$ cat config.mk
export PLATFORM = sky130hd
export DESIGN_NAME = usbtr_device_flat
export DESIGN_NICKNAME = d
export VERILOG_FILES = /design/src/hw/usbtr_pkg.sv /design/src/hw/usbtr_link_if.sv /design/src/hw/usbtr_fifo.sv /design/src/hw/usbtr_device.sv /design/src/flat_wrapper.sv
export SDC_FILE = /design/constraint.sdc
export NUM_CORES = 2
export LEC_CHECK = 0
export BUFFER_PORTS_ARGS = -buffer_cell sky130_fd_sc_hd__buf_2
export CELL_PAD_IN_SITES_DETAIL_PLACEMENT = 1
export CELL_PAD_IN_SITES_GLOBAL_PLACEMENT = 1
export CORE_MARGIN = 1.5
export CORE_UTILIZATION = 50
export CTS_BUF_LIST = sky130_fd_sc_hd__clkbuf_4 sky130_fd_sc_hd__clkbuf_8
export CTS_CLUSTER_SIZE = 30
export DETAILED_ROUTE_END_ITERATION = 12
export PLACE_DENSITY = 0.83
export SETUP_SLACK_MARGIN = 0.1
export SLEW_MARGIN = 20
export SYNTH_ARGS = -nofsm -noshare
export SYNTH_HDL_FRONTEND = slang
export SYNTH_SLANG_ARGS = --single-unit
$ cat constraint.sdc
create_clock -name clk -period 10.85 [get_ports clk]
set_input_delay 1.6275 -clock clk [delete_from_list [all_inputs] [get_ports clk]]
set_output_delay 1.6275 -clock clk [all_outputs]
set_load 0.02 [all_outputs]
$ cat src/hw/usbtr_pkg.sv
// Summary of operation
// - endpoint zero takes control transactions only
// - host starts everything; device only answers tokens and data packets
// - bulk uses token, data, handshake and retry
// - bulk IN with data sends DATA0/DATA1
// - IN without data gets NAK, no data; isochronous IN gets an empty DATA0
// - halted endpoint answers STALL
// - host gives no handshake on bad data
// - good bulk OUT data is accepted, ACKed
// - busy OUT or SETUP answers NAK after data
// - bad host data gets no handshake
// - isochronous data kept even when corrupted
// - isochronous is token plus DATA0, no handshake
// - isochronous at most 90 percent, every frame
// - intact SETUP data ACKed, corrupted gets silence
// - setup uses DATA0, data stage starts DATA1
// - control write uses OUT, read uses IN
// - status stage runs opposite the data stage
// - status stage always carries DATA1
// - interrupt starts DATA0; IN, data, ACK
// - payload limits 8, 64, 256 bytes
package usbtr_pkg;
   // ****************
   // packet ids
   // ****************
   localparam logic [3:0] PID_OUT = 4'h1;
   localparam logic [3:0] PID_IN = 4'h9;
   localparam logic [3:0] PID_SOF = 4'h5;
   localparam logic [3:0] PID_SETUP = 4'hD;
   localparam logic [3:0] PID_DATA0 = 4'h3;
   localparam logic [3:0] PID_DATA1 = 4'hB;
   localparam logic [3:0] PID_ACK = 4'h2;
   localparam logic [3:0] PID_NAK = 4'hA;
   localparam logic [3:0] PID_STALL = 4'hE;
   // ****************
   // endpoints and sizes
   // ****************
   typedef enum logic [1:0] {
      EP_CTRL = 2'b00,
      EP_ISO = 2'b01,
      EP_BULK = 2'b10,
      EP_INTR = 2'b11
   } usbtr_ep_t;
   localparam logic [31:0] EP_TYPES_DEF = 32'hAAAA_AAB4;
   localparam logic [8:0] MAX_INTR = 9'h008;
   localparam logic [8:0] MAX_BULK = 9'h040;
   localparam logic [8:0] MAX_ISO = 9'h100;
   localparam logic [8:0] MAX_CTRL = 9'h040;
   localparam int CTL_DIR_BIT = 7;
   localparam int FIFO_DEPTH = 16;
   localparam int FIFO_W = 13;
   // ****************
   // timing
   // ****************
   localparam int CLK_PERIOD_NS = 5;
   localparam int RESP_TO_NS = 1500;
   localparam logic [15:0] RESP_TO_CYC = 16'(RESP_TO_NS / CLK_PERIOD_NS);
   localparam int FRAME_NS = 1000000;
   localparam int FRAME_CYC_DEF = FRAME_NS / CLK_PERIOD_NS;
   localparam int ISO_PCT = 90;
   typedef enum logic [2:0] {
      RES_ACK = 3'b000,
      RES_NAK = 3'b001,
      RES_STALL = 3'b010,
      RES_NONE = 3'b011,
      RES_DATA = 3'b100
   } usbtr_res_t;
   // ****************
   // helpers
   // ****************
   function automatic usbtr_ep_t ep_type(input logic [31:0] map,
                                         input logic [3:0] ep);
      usbtr_ep_t t;
      t = usbtr_ep_t'(map[{ep, 1'b0} +: 2]);
      if (ep == 4'h0) begin
         t = EP_CTRL;
      end else if (t == EP_CTRL) begin
         t = EP_BULK;
      end
      return t;
   endfunction
   function automatic logic [8:0] max_len(input usbtr_ep_t t);
      case (t)
         EP_INTR: return MAX_INTR;
         EP_BULK: return MAX_BULK;
         EP_ISO: return MAX_ISO;
         default: return MAX_CTRL;
      endcase
   endfunction
   function automatic logic [3:0] data_pid(input logic tog);
      return tog ? PID_DATA1 : PID_DATA0;
   endfunction
   function automatic logic is_data(input logic [3:0] pid);
      return (pid == PID_DATA0) || (pid == PID_DATA1);
   endfunction
endpackage

$ cat src/hw/usbtr_link_if.sv
`timescale 1ns/10ps
`default_nettype none
interface usbtr_link_if;
   // host to device beats
   logic h_vld;
   logic [3:0] h_pid;
   logic [3:0] h_ep;
   logic [7:0] h_byte;
   logic h_dat;
   logic h_end;
   logic h_err;
   // device to host beats
   logic d_vld;
   logic [3:0] d_pid;
   logic [7:0] d_byte;
   logic d_dat;
   logic d_end;
   logic d_err;
   modport dev (
      input h_vld, h_pid, h_ep, h_byte, h_dat, h_end, h_err,
      output d_vld, d_pid, d_byte, d_dat, d_end, d_err
   );
   modport host (
      output h_vld, h_pid, h_ep, h_byte, h_dat, h_end, h_err,
      input d_vld, d_pid, d_byte, d_dat, d_end, d_err
   );
endinterface
`default_nettype wire

$ cat src/hw/usbtr_fifo.sv
`timescale 1ns/10ps
`default_nettype none
module usbtr_fifo #(
   parameter int W = 13,
   parameter int DEPTH = 16
) (
   // clock and reset
   input wire logic clk,
   input wire logic arst_n,
   input wire logic ce,
   // fill side
   input wire logic in_valid,
   output logic in_ready,
   input wire logic [W-1:0] in_data,
   // drain side
   output logic out_valid,
   input wire logic out_ready,
   output logic [W-1:0] out_data
);
   localparam int AW = $clog2(DEPTH);
   localparam logic [AW:0] DEPTH_C = (AW+1)'(DEPTH);
   typedef struct packed {
      logic [AW-1:0] wp;
      logic [AW-1:0] rp;
      logic [AW:0] cnt;
      logic full;
      logic empty;
   } usbtr_fifo_s_t;
   usbtr_fifo_s_t s, n;
   logic [W-1:0] mem [DEPTH];
   logic push, pop;

   always_comb begin
      n = s;
      push = in_valid && !s.full;
      pop = out_ready && !s.empty;
      if (push) begin
         n.wp = (s.wp == AW'(DEPTH-1)) ? '0 : s.wp + AW'(1);
      end
      if (pop) begin
         n.rp = (s.rp == AW'(DEPTH-1)) ? '0 : s.rp + AW'(1);
      end
      n.cnt = s.cnt + (AW+1)'(push) - (AW+1)'(pop);
      // registered flags keep both ready and valid glitch free
      n.full = (n.cnt == DEPTH_C);
      n.empty = (n.cnt == '0);
   end

   always_ff @(posedge clk or negedge arst_n) begin
      if (!arst_n) begin
         s <= '{wp: '0, rp: '0, cnt: '0, full: 1'b0, empty: 1'b1};
      end else if (ce) begin
         s <= n;
      end
   end

   always_ff @(posedge clk) begin
      if (ce && push) begin
         mem[s.wp] <= in_data;
      end
   end

   assign in_ready = !s.full;
   assign out_valid = !s.empty;
   assign out_data = mem[s.rp];
endmodule
`default_nettype wire

$ cat src/hw/usbtr_device.sv
`timescale 1ns/10ps
`default_nettype none
module usbtr_device #(
   parameter logic [31:0] EP_TYPES = usbtr_pkg::EP_TYPES_DEF,
   parameter int FIFO_DEPTH = usbtr_pkg::FIFO_DEPTH
) (
   // clock and reset
   input wire logic clk,
   input wire logic arst_n,
   input wire logic ce,
   // link
   usbtr_link_if.dev lnk,
   // in data from user
   input wire logic tx_valid,
   output logic tx_ready,
   input wire logic [7:0] tx_data,
   input wire logic tx_last,
   input wire logic [3:0] tx_ep,
   input wire logic inj_err,
   // endpoint control
   input wire logic [15:0] halt,
   // out data to user
   input wire logic rx_ready,
   output logic rx_valid,
   output logic [7:0] rx_byte,
   output logic rx_end,
   output logic rx_bad,
   output logic [3:0] rx_ep,
   output logic rx_setup
);
   // ****************
   // state
   // ****************
   typedef enum logic [1:0] {
      D_IDLE = 2'b00,
      D_RX = 2'b01,
      D_TX = 2'b10,
      D_WAIT = 2'b11
   } usbtr_dst_t;
   typedef struct packed {
      usbtr_dst_t st;
      logic [3:0] ep;
      logic setup;
      logic acc;
      logic dup;
      logic first;
      logic zlp;
      logic iso;
      logic [3:0] dpid;
      logic [8:0] idx;
      logic [15:0] tmr;
      logic [8:0] ld_cnt;
      logic [8:0] buf_len;
      logic buf_full;
      logic [3:0] buf_ep;
      logic [15:0] tog_in;
      logic [15:0] tog_out;
      logic ctl_rd;
      logic d_vld;
      logic [3:0] d_pid;
      logic [7:0] d_byte;
      logic d_dat;
      logic d_end;
      logic d_err;
      logic rx_valid;
      logic [7:0] rx_byte;
      logic rx_end;
      logic rx_bad;
      logic [3:0] rx_ep;
      logic rx_setup;
   } usbtr_dev_s_t;
   usbtr_dev_s_t s, n;
   logic [7:0] mem [256];
   logic f_valid, f_ready, f_last;
   logic [7:0] f_byte;
   logic [3:0] f_ep;
   logic wr_en, hs_go, dup_now, fwd, tx_end;
   logic [3:0] hs_pid;
   usbtr_pkg::usbtr_ep_t ept;

   // ****************
   // in data queue
   // ****************
   usbtr_fifo #(
      .W(usbtr_pkg::FIFO_W),
      .DEPTH(FIFO_DEPTH)
   ) u_fifo (
      .clk(clk),
      .arst_n(arst_n),
      .ce(ce),
      .in_valid(tx_valid),
      .in_ready(tx_ready),
      .in_data({tx_ep, tx_last, tx_data}),
      .out_valid(f_valid),
      .out_ready(f_ready),
      .out_data({f_ep, f_last, f_byte})
   );

   // ****************
   // sequencer
   // ****************
   always_comb begin
      n = s;
      ept = usbtr_pkg::ep_type(EP_TYPES, lnk.h_ep);
      n.d_vld = 1'b0;
      n.d_dat = 1'b0;
      n.d_end = 1'b0;
      n.d_err = 1'b0;
      n.rx_valid = 1'b0;
      n.rx_end = 1'b0;
      hs_go = 1'b0;
      hs_pid = usbtr_pkg::PID_NAK;
      f_ready = 1'b0;
      wr_en = 1'b0;
      dup_now = s.dup;
      fwd = 1'b0;
      tx_end = 1'b0;
      // retry buffer fills only while not full, so a resend sees the same bytes
      if (!s.buf_full && f_valid) begin
         f_ready = 1'b1;
         wr_en = 1'b1;
         n.ld_cnt = s.ld_cnt + 9'h001;
         if (f_last || n.ld_cnt ==
             usbtr_pkg::max_len(usbtr_pkg::ep_type(EP_TYPES, f_ep))) begin
            n.buf_full = 1'b1;
            n.buf_len = n.ld_cnt;
            n.buf_ep = f_ep;
            n.ld_cnt = 9'h000;
         end
      end
      case (s.st)
         D_IDLE: begin
            if (lnk.h_vld && !lnk.h_err) begin
               n.ep = lnk.h_ep;
               n.iso = (ept == usbtr_pkg::EP_ISO);
               n.first = 1'b1;
               n.idx = 9'h000;
               n.tmr = 16'h0000;
               n.zlp = 1'b0;
               case (lnk.h_pid)
                  usbtr_pkg::PID_IN: begin
                     if (halt[lnk.h_ep]) begin
                        hs_go = 1'b1;
                        hs_pid = usbtr_pkg::PID_STALL;
                     end else if (ept == usbtr_pkg::EP_CTRL && !s.ctl_rd) begin
                        n.zlp = 1'b1;
                        n.dpid = usbtr_pkg::PID_DATA1;
                        n.st = D_TX;
                     end else if (s.buf_full && s.buf_ep == lnk.h_ep) begin
                        n.dpid = (ept == usbtr_pkg::EP_ISO) ?
                           usbtr_pkg::PID_DATA0 :
                           usbtr_pkg::data_pid(s.tog_in[lnk.h_ep]);
                        n.st = D_TX;
                     end else if (ept == usbtr_pkg::EP_ISO) begin
                        // nothing queued: an empty DATA0 keeps the slot
                        n.zlp = 1'b1;
                        n.dpid = usbtr_pkg::PID_DATA0;
                        n.st = D_TX;
                     end else begin
                        hs_go = 1'b1;
                        hs_pid = usbtr_pkg::PID_NAK;
                     end
                  end
                  usbtr_pkg::PID_OUT, usbtr_pkg::PID_SETUP: begin
                     if (lnk.h_pid == usbtr_pkg::PID_OUT ||
                         ept == usbtr_pkg::EP_CTRL) begin
                        n.setup = (lnk.h_pid == usbtr_pkg::PID_SETUP);
                        n.acc = rx_ready && !halt[lnk.h_ep];
                        n.st = D_RX;
                     end
                  end
                  default: begin
                  end
               endcase
            end
         end
         D_RX: begin
            if (lnk.h_vld) begin
               n.first = 1'b0;
               if (s.first) begin
                  // same toggle as last accepted packet means a retry
                  dup_now = !s.iso && !s.setup &&
                     lnk.h_pid == usbtr_pkg::data_pid(!s.tog_out[s.ep]);
                  n.dup = dup_now;
                  if (s.setup && lnk.h_dat) begin
                     n.ctl_rd = lnk.h_byte[usbtr_pkg::CTL_DIR_BIT];
                  end
               end
               fwd = s.acc && !dup_now;
               n.rx_valid = fwd && lnk.h_dat;
               n.rx_byte = lnk.h_byte;
               n.rx_ep = s.ep;
               n.rx_setup = s.setup;
               if (s.first && !usbtr_pkg::is_data(lnk.h_pid)) begin
                  n.st = D_IDLE;
                  n.rx_valid = 1'b0;
               end else if (lnk.h_end) begin
                  n.st = D_IDLE;
                  n.rx_end = fwd;
                  n.rx_bad = lnk.h_err;
                  if (s.iso || lnk.h_err) begin
                     hs_go = 1'b0;
                  end else if (halt[s.ep]) begin
                     hs_go = 1'b1;
                     hs_pid = usbtr_pkg::PID_STALL;
                  end else if (!s.acc) begin
                     hs_go = 1'b1;
                     hs_pid = usbtr_pkg::PID_NAK;
                  end else begin
                     hs_go = 1'b1;
                     hs_pid = usbtr_pkg::PID_ACK;
                     if (s.setup) begin
                        n.tog_out[0] = 1'b1;
                        n.tog_in[0] = 1'b1;
                     end else if (!dup_now) begin
                        n.tog_out[s.ep] = !s.tog_out[s.ep];
                     end
                  end
               end
            end
         end
         D_TX: begin
            tx_end = s.zlp || (s.idx + 9'h001 == s.buf_len);
            n.d_vld = 1'b1;
            n.d_pid = s.dpid;
            n.d_byte = mem[s.idx[7:0]];
            n.d_dat = !s.zlp;
            n.d_end = tx_end;
            n.idx = s.idx + 9'h001;
            if (tx_end) begin
               n.d_err = inj_err;
               n.tmr = 16'h0000;
               if (s.iso) begin
                  n.st = D_IDLE;
                  // keep a packet that the loader closes in this cycle
                  n.buf_full = n.buf_full && s.zlp;
               end else begin
                  n.st = D_WAIT;
               end
            end
         end
         D_WAIT: begin
            n.tmr = s.tmr + 16'h0001;
            if (lnk.h_vld) begin
               n.st = D_IDLE;
               if (lnk.h_pid == usbtr_pkg::PID_ACK && !s.zlp) begin
                  n.buf_full = 1'b0;
                  n.tog_in[s.ep] = !s.tog_in[s.ep];
               end
            end else if (s.tmr == usbtr_pkg::RESP_TO_CYC) begin
               n.st = D_IDLE;
            end
         end
         default: begin
            n.st = D_IDLE;
         end
      endcase
      if (hs_go) begin
         n.d_vld = 1'b1;
         n.d_pid = hs_pid;
         n.d_end = 1'b1;
      end
   end

   always_ff @(posedge clk or negedge arst_n) begin
      if (!arst_n) begin
         s <= '0;
      end else if (ce) begin
         s <= n;
      end
   end

   always_ff @(posedge clk) begin
      if (ce && wr_en) begin
         mem[s.ld_cnt[7:0]] <= f_byte;
      end
   end

   // ****************
   // outputs
   // ****************
   assign lnk.d_vld = s.d_vld;
   assign lnk.d_pid = s.d_pid;
   assign lnk.d_byte = s.d_byte;
   assign lnk.d_dat = s.d_dat;
   assign lnk.d_end = s.d_end;
   assign lnk.d_err = s.d_err;
   assign rx_valid = s.rx_valid;
   assign rx_byte = s.rx_byte;
   assign rx_end = s.rx_end;
   assign rx_bad = s.rx_bad;
   assign rx_ep = s.rx_ep;
   assign rx_setup = s.rx_setup;
endmodule
`default_nettype wire

$ cat src/flat_wrapper.sv
// flat-port wrapper written by rule: the top's interface ports become plain ports
module usbtr_device_flat 
#(
   parameter logic [31:0] EP_TYPES = usbtr_pkg::EP_TYPES_DEF,
   parameter int FIFO_DEPTH = usbtr_pkg::FIFO_DEPTH
)
  (clk, arst_n, ce, tx_valid, tx_ready, tx_data, tx_last, tx_ep, inj_err, halt, rx_ready, rx_valid, rx_byte, rx_end, rx_bad, rx_ep, rx_setup, lnk_h_vld, lnk_h_pid, lnk_h_ep, lnk_h_byte, lnk_h_dat, lnk_h_end, lnk_h_err, lnk_d_vld, lnk_d_pid, lnk_d_byte, lnk_d_dat, lnk_d_end, lnk_d_err);
  usbtr_link_if lnk_i ();
  input wire logic clk;
  input wire logic arst_n;
  input wire logic ce;
  input wire logic tx_valid;
  output logic tx_ready;
  input wire logic [7:0] tx_data;
  input wire logic tx_last;
  input wire logic [3:0] tx_ep;
  input wire logic inj_err;
  input wire logic [15:0] halt;
  input wire logic rx_ready;
  output logic rx_valid;
  output logic [7:0] rx_byte;
  output logic rx_end;
  output logic rx_bad;
  output logic [3:0] rx_ep;
  output logic rx_setup;
  input wire logic [$bits(lnk_i.h_vld)-1:0] lnk_h_vld;
  input wire logic [$bits(lnk_i.h_pid)-1:0] lnk_h_pid;
  input wire logic [$bits(lnk_i.h_ep)-1:0] lnk_h_ep;
  input wire logic [$bits(lnk_i.h_byte)-1:0] lnk_h_byte;
  input wire logic [$bits(lnk_i.h_dat)-1:0] lnk_h_dat;
  input wire logic [$bits(lnk_i.h_end)-1:0] lnk_h_end;
  input wire logic [$bits(lnk_i.h_err)-1:0] lnk_h_err;
  output wire logic [$bits(lnk_i.d_vld)-1:0] lnk_d_vld;
  output wire logic [$bits(lnk_i.d_pid)-1:0] lnk_d_pid;
  output wire logic [$bits(lnk_i.d_byte)-1:0] lnk_d_byte;
  output wire logic [$bits(lnk_i.d_dat)-1:0] lnk_d_dat;
  output wire logic [$bits(lnk_i.d_end)-1:0] lnk_d_end;
  output wire logic [$bits(lnk_i.d_err)-1:0] lnk_d_err;
  assign lnk_i.h_vld = lnk_h_vld;
  assign lnk_i.h_pid = lnk_h_pid;
  assign lnk_i.h_ep = lnk_h_ep;
  assign lnk_i.h_byte = lnk_h_byte;
  assign lnk_i.h_dat = lnk_h_dat;
  assign lnk_i.h_end = lnk_h_end;
  assign lnk_i.h_err = lnk_h_err;
  assign lnk_d_vld = lnk_i.d_vld;
  assign lnk_d_pid = lnk_i.d_pid;
  assign lnk_d_byte = lnk_i.d_byte;
  assign lnk_d_dat = lnk_i.d_dat;
  assign lnk_d_end = lnk_i.d_end;
  assign lnk_d_err = lnk_i.d_err;
  usbtr_device #(.EP_TYPES(EP_TYPES), .FIFO_DEPTH(FIFO_DEPTH)) u_core (.clk(clk), .arst_n(arst_n), .ce(ce), .lnk(lnk_i), .tx_valid(tx_valid), .tx_ready(tx_ready), .tx_data(tx_data), .tx_last(tx_last), .tx_ep(tx_ep), .inj_err(inj_err), .halt(halt), .rx_ready(rx_ready), .rx_valid(rx_valid), .rx_byte(rx_byte), .rx_end(rx_end), .rx_bad(rx_bad), .rx_ep(rx_ep), .rx_setup(rx_setup));
endmodule
* After elaboration in Yosys (flattened, before gate mapping)
Memories as Yosys holds them, arrays and structs flattened.
Cells that the tools add are included.
Widths: inputs -> output; s select.
** Operators by class
- Eq/ne operators :: 38
- Muxes and demuxes :: 119
- Magnitude comparators :: 3
- Reduce and logical (&&, ||, !) cells :: 70
- Add/subtract/negate cells :: 7
- Bitwise operators :: 6
- Shift-type cells :: 2
** Operators with widths (count)
- $mux 17 :: 5
- $mux 16 :: 5
- $mux 4 :: 18
- $shiftx 32x6->2 const A :: 2
- $pmux 16 s3 :: 1
- $mux 1 :: 43
- $mux 2 :: 21
- $pmux 9 s2 :: 2
- $bwmux 16 :: 2
- $mux 32 :: 1
- $mux 23 :: 1
- $bmux 1 s4 :: 5
- $eq 4x4->1 const B :: 5
- $reduce_and 10->1 :: 2
- $add 9x1->9 const B :: 2
- $eq 9x9->1 :: 2
- $logic_and 1x1->1 :: 18
- $mux 18 :: 1
- $add 16x1->16 const B :: 1
- $eq 16x9->1 const B :: 1
- $mux 15 :: 1
- $reduce_and 5->1 :: 3
- $logic_not 1->1 :: 13
- $ne 2x1->1 const B :: 6
- 38 further kinds :: 84
** Word-level totals
- Logic and storage cells :: 284
- Bits in registers :: 144
- Memories kept :: 2
- Input bits :: 55
- Memory bits (writable) :: 2256
** Memory list
- u_core.mem :: words 256, width 8, rd ports 1, clocked after Yosys merged registers in 0, write ports 1, line usbtr_device.sv:73 : logic [7:0] mem [256];
- u_core.u_fifo.mem :: words 16, width 13, rd ports 1, clocked after Yosys merged registers in 0, write ports 1, line usbtr_fifo.sv:30 : logic [W-1:0] mem [DEPTH];

* Logic depth before layout (Yosys ltp)
- Depth in word-level cells :: 17
- Depth in mapped cells :: 14
- Depth with buffers taken out :: 13

* Modules after synthesis
Synthesis repeated with hierarchy kept, for this count alone.
** Second synthesis, totals
- Cells, all modules :: 5048
- Area total of the unflattened synthesis :: 95895.7 um^2
** By module, submodules not included
- usbtr_device :: cells each 4647, area an instance 87022.2 um^2, times used 1
- usbtr_fifo :: cells each 401, area an instance 8873.5 um^2, times used 1

* Worst setup path after synthesis
OpenSTA, ideal clock, no wires.
- Kind :: reg-to-reg
- From :: reg u_core.u_fifo.s[7] (netlist name)
- To :: mem u_core.mem[0][6] (data pin)
- Cell stages (with the launch flop) :: 7
- Data arrival time :: 4.107 ns
- Setup time :: 0.552 ns
- Setup slack :: 6.192 ns
- Required time :: 10.298 ns
- Period minus slack after synthesis :: 4.658 ns
- Cells stage by stage :: dfrtp_1 > clkbuf_1 > buf_2 > buf_1 > buf_1 > mux4_2 > mux4_2
** On the way
- Cells in the longest elaborated chain, start to end :: 1
** Ends and longest elaborated chain
- from (decl) :: line usbtr_fifo.sv:29 : usbtr_fifo_s_t s, n;
- from (signal assigned) :: line usbtr_fifo.sv:51 : s <= '{wp: '0, rp: '0, cnt: '0, full: 1'b0, empty: 1'b1};
- from (signal assigned) :: line usbtr_fifo.sv:53 : s <= n;
- $mem_v2 16x13
- net u_core.f_byte[6] :: line usbtr_device.sv:75 : logic [7:0] f_byte;
- to (decl) :: line usbtr_device.sv:73
The timed path passes the listed nets, and every way through them passes these cells.

* Worst setup path in the final report
- From :: reg u_core.s[106] (netlist name)
- To :: reg u_core.s (netlist bit u_core.lnk.d_byte[2])
** On the way
- Cells in the longest elaborated chain, start to end :: 1
** Ends and longest elaborated chain
- from (decl) :: line usbtr_device.sv:72 : usbtr_dev_s_t s, n;
- from (signal assigned) :: line usbtr_device.sv:269 : s <= n;
- $mem_v2 256x8
Every way passes these cells.
A chain may end at the register's enable or synchronous reset.

==> results.toml <==
[final_layout]
drive_gt1_frac = 0.252
area_growth_pct = 10.8
layout.area.seq_um2 = 71300
multi_input_area_um2 = 22800
nFillCells = 16600
final_nets = 5225

[yosys]
synth_top_family_by_area = "multiplexers"
yosysTopAreaCell = "edfxtp_1"
synth_compound_area_frac = 0.0390
yosys_warnings = 0
syn_area_per_cell_um2 = 19.4
synth-xor-area-share = 0.00238
synth_simple_gate_area_frac = 0.0348
ys_top_cells_by_area = "edfxtp_1, mux4_2, dfrtp_1, mux2i_1, nor2_1"
synth_seq_cells = 2398
syn_inst = 4932
synth-edff-count = 2256
seq_area_frac_synth = 0.746
synth_top_area_frac = 0.709
ys.flop_type = "edfxtp_1"
syn_area_um2 = 95500
yosys-mux-area-fraction = 0.159
syn_nets = 5007
yosysUniqueCellTypes = 75
synthAdderAreaFrac = 0.00270
async_flop_share = 0.0592

[detailed_routing]
drtAntennaViolNets = 0
drt_iter0_markers = 7018
drc_errors = 0
drtPass1Iterations = 6
via_count = 52600
wl_mm = 271
wl_per_cell_um = 34.1
via_per_inst = 6.61

[global_route]
grt_usage = 0.280
grt_first_pass_wirelength_mm = 392
antenna_found_initial = 9
grt_max_degree = 183
grt_overflow = 0
grt_pass1_vias = 54600

[worst_setup_path]
start_kind = "flop"
cp_data_required_time_ns = 11.88
crit_fanout = 57
slowest_delay_ns = 1.01
critPathArrivalTime_ns = 6.63
cp_common_cell = "buf_4"
worstSetupPathType = "reg2reg"
crit_path_cell_trace = "buf_4 > nand2_4 > buf_4 > buf_4 > o221ai_1 > a21boi_0 > o21ai_0 > o21ai_0 > a31oi_1 > a221o_1"
end_kind = "flop"
cp_slowest_cell = "dfrtp_4"

[place]
io_buffer_count = 87
dp_hpwl_mm = 152
routabilityCongestion = 0.858

[cts]
cts_buffers = 381
cts_hold_buf = 0
clock-root-buffer = "clkbuf_8"
ctsResizeCount = 0
clockBufferDepth = 4
path_clk_slew_ns = 0.07
cts_sinks = 2398
cts_tree = "built"
clock_latency_ns = 1.14
htree_num_levels = 5
cts_setup_buffers = 0

[die]
rows = 160
start_util = 0.503
die_area_um2 = 194000
die_y_um = 440
core_um2 = 190000
ios = 88
die_width_um = 440

[timing]
slew_viol_final = 0
worstMarginPinSlew_ns = 1.32
fin_crit_sh = 0.516
rsz0062_at_grt = "no"
relSlewSlack = 0.115
fin_crit_ns = 5.60
setup_viol = 0
hold_viol = 0
finalClockSkew_ns = 0.0923
fin_setup_tns_ns = 0
fmax_mhz = 179

[power]
intPower_mw = 19.0
p_comb_frac = 0.292
clockPowerShare = 0.269
p_sw_mw = 9.65
pwr_density_cell_nw_per_um2 = 271
peakVddDrop_v = 0.000359
finalPower_mw = 28.7
seq_power_share = 0.439
p_sw_frac = 0.336
p_leak_nw = 33.7

[hold_path]
hp-class = "reg2reg"

[run_status]
status = "completed"

[run]
drv_cap = 0
==> Yosys cell counts, types with 38 or more instances <==
master,number
o21ai_0,78
o22ai_1,84
mux2_2,54
a21oi_1,87
mux2i_1,264
nand2_1,200
mux4_2,527
edfxtp_1,2256
inv_1,38
buf_1,48
clkbuf_1,191
nor2_1,327
o221ai_1,125
dfrtp_1,141
nand3_1,45
buf_2,57
==> worst max-delay path, delay by kind of cell, from the launching register on <==
family          cells  cell delay (ns)
buf+inv             3             1.69
simple gates        1             0.61
flops               1             1.01
compound gates      6             2.05
==> registers in the layout, indices dropped and copies added, names as in the netlist, 4 cells and up <==
signal             flops
u_core.rx_ep           4
u_core.mem          2048
u_core.lnk.d_byte      8
u_core.rx_byte         8
u_core.lnk.d_pid       4
u_core.u_fifo.mem    208
u_core.u_fifo.s       15
u_core.s              95
==> worst paths after layout <==
path / startpoint / to / slack [ns] / cells past startpoint
max: u_core.s[106] / u_core.lnk.d_byte[2] / 5.25 / 10
min: u_core.rx_byte[5] / u_core.rx_byte[5] / 0.48 / 2
max reg2reg: u_core.s[106] / u_core.lnk.d_byte[2] / 5.25 / 10
min reg2reg: u_core.rx_byte[5] / u_core.rx_byte[5] / 0.48 / 2
max in group asynchronous: arst_n / u_core.s[106] / 8.68 / 2
min in group asynchronous: arst_n / u_core.u_fifo.s[3] / 0.63 / 1
==> logic make-up (layout without fill, tap and decap cells) <==
kind of cell             count (synthesis)  in the layout
AND/OR/NAND/NOR                        740            740
other                                    0              5
AO/OA/AOI/OAI                          537            537
buffers and inverters                  363            861
flip-flops                            2398           2398
multiplexers                           848            848
XOR/XNOR                                26             26
adder cells (fa/ha/maj)                 20             20
==> per-stage QoR <==
step	instance area [um2]	std cells	hold slack, ns	setup slack [ns]	utilization
2_1_floorplan	95500	4932	0.439	6.19	-
3_3_place_gp	98500	7277	0.451	5.58	0.518
3_5_place_dp	98500	7277	0.461	5.35	0.518
4_1_cts	106000	7940	0.479	5.51	0.557
5_1_grt	106000	7942	0.498	5.27	0.557
6_report	106000	7946	0.480	5.25	0.557
==> cells in the final DEF, fill, tap and decap left out, types with 125 or more instances in the layout <==
master    synthesis  layout
nand2_1         200     189
mux2i_1         264     264
dfrtp_1         141     134
clkbuf_8          0     386
o221ai_1        125     125
nor2_1          327     327
edfxtp_1       2256    2256
mux4_2          527     519
==> layout make-up <==
cell class | instances | area share
timing repair buffer | 159 | 0.0106
clock inverter | 190 | 0.0125
sequential | 2398 | 0.674
antenna | 5 | 0.000118
inverter | 39 | 0.00138
tap | 2511 | 0.0297
clock buffer | 473 | 0.0564
multi-input combinational | 2171 | 0.215
==> power groups by stage <==
stage               registers (mW)  clock network [mW]  logic [mW]
finish                        12.6                7.72        8.37
global route                  12.6                8.10        8.69
CTS                           12.6                7.77        8.27
detailed placement            12.8                   0        8.14
global placement              12.7                   0        7.74
floorplan                     12.7                   0        5.16
==> layer usage <==
layer  share of wire  up-vias  GRT usage  wire, um
met5         0.00012        -          0        33
met4           0.056        6      0.139     15100
met3           0.098      777     0.0584     26600
met2            0.48     3687      0.443    130000
met1            0.37    27400      0.370     98800
li1                -    20700          -         -
No activity file was read; power rests on OpenSTA's default activity.
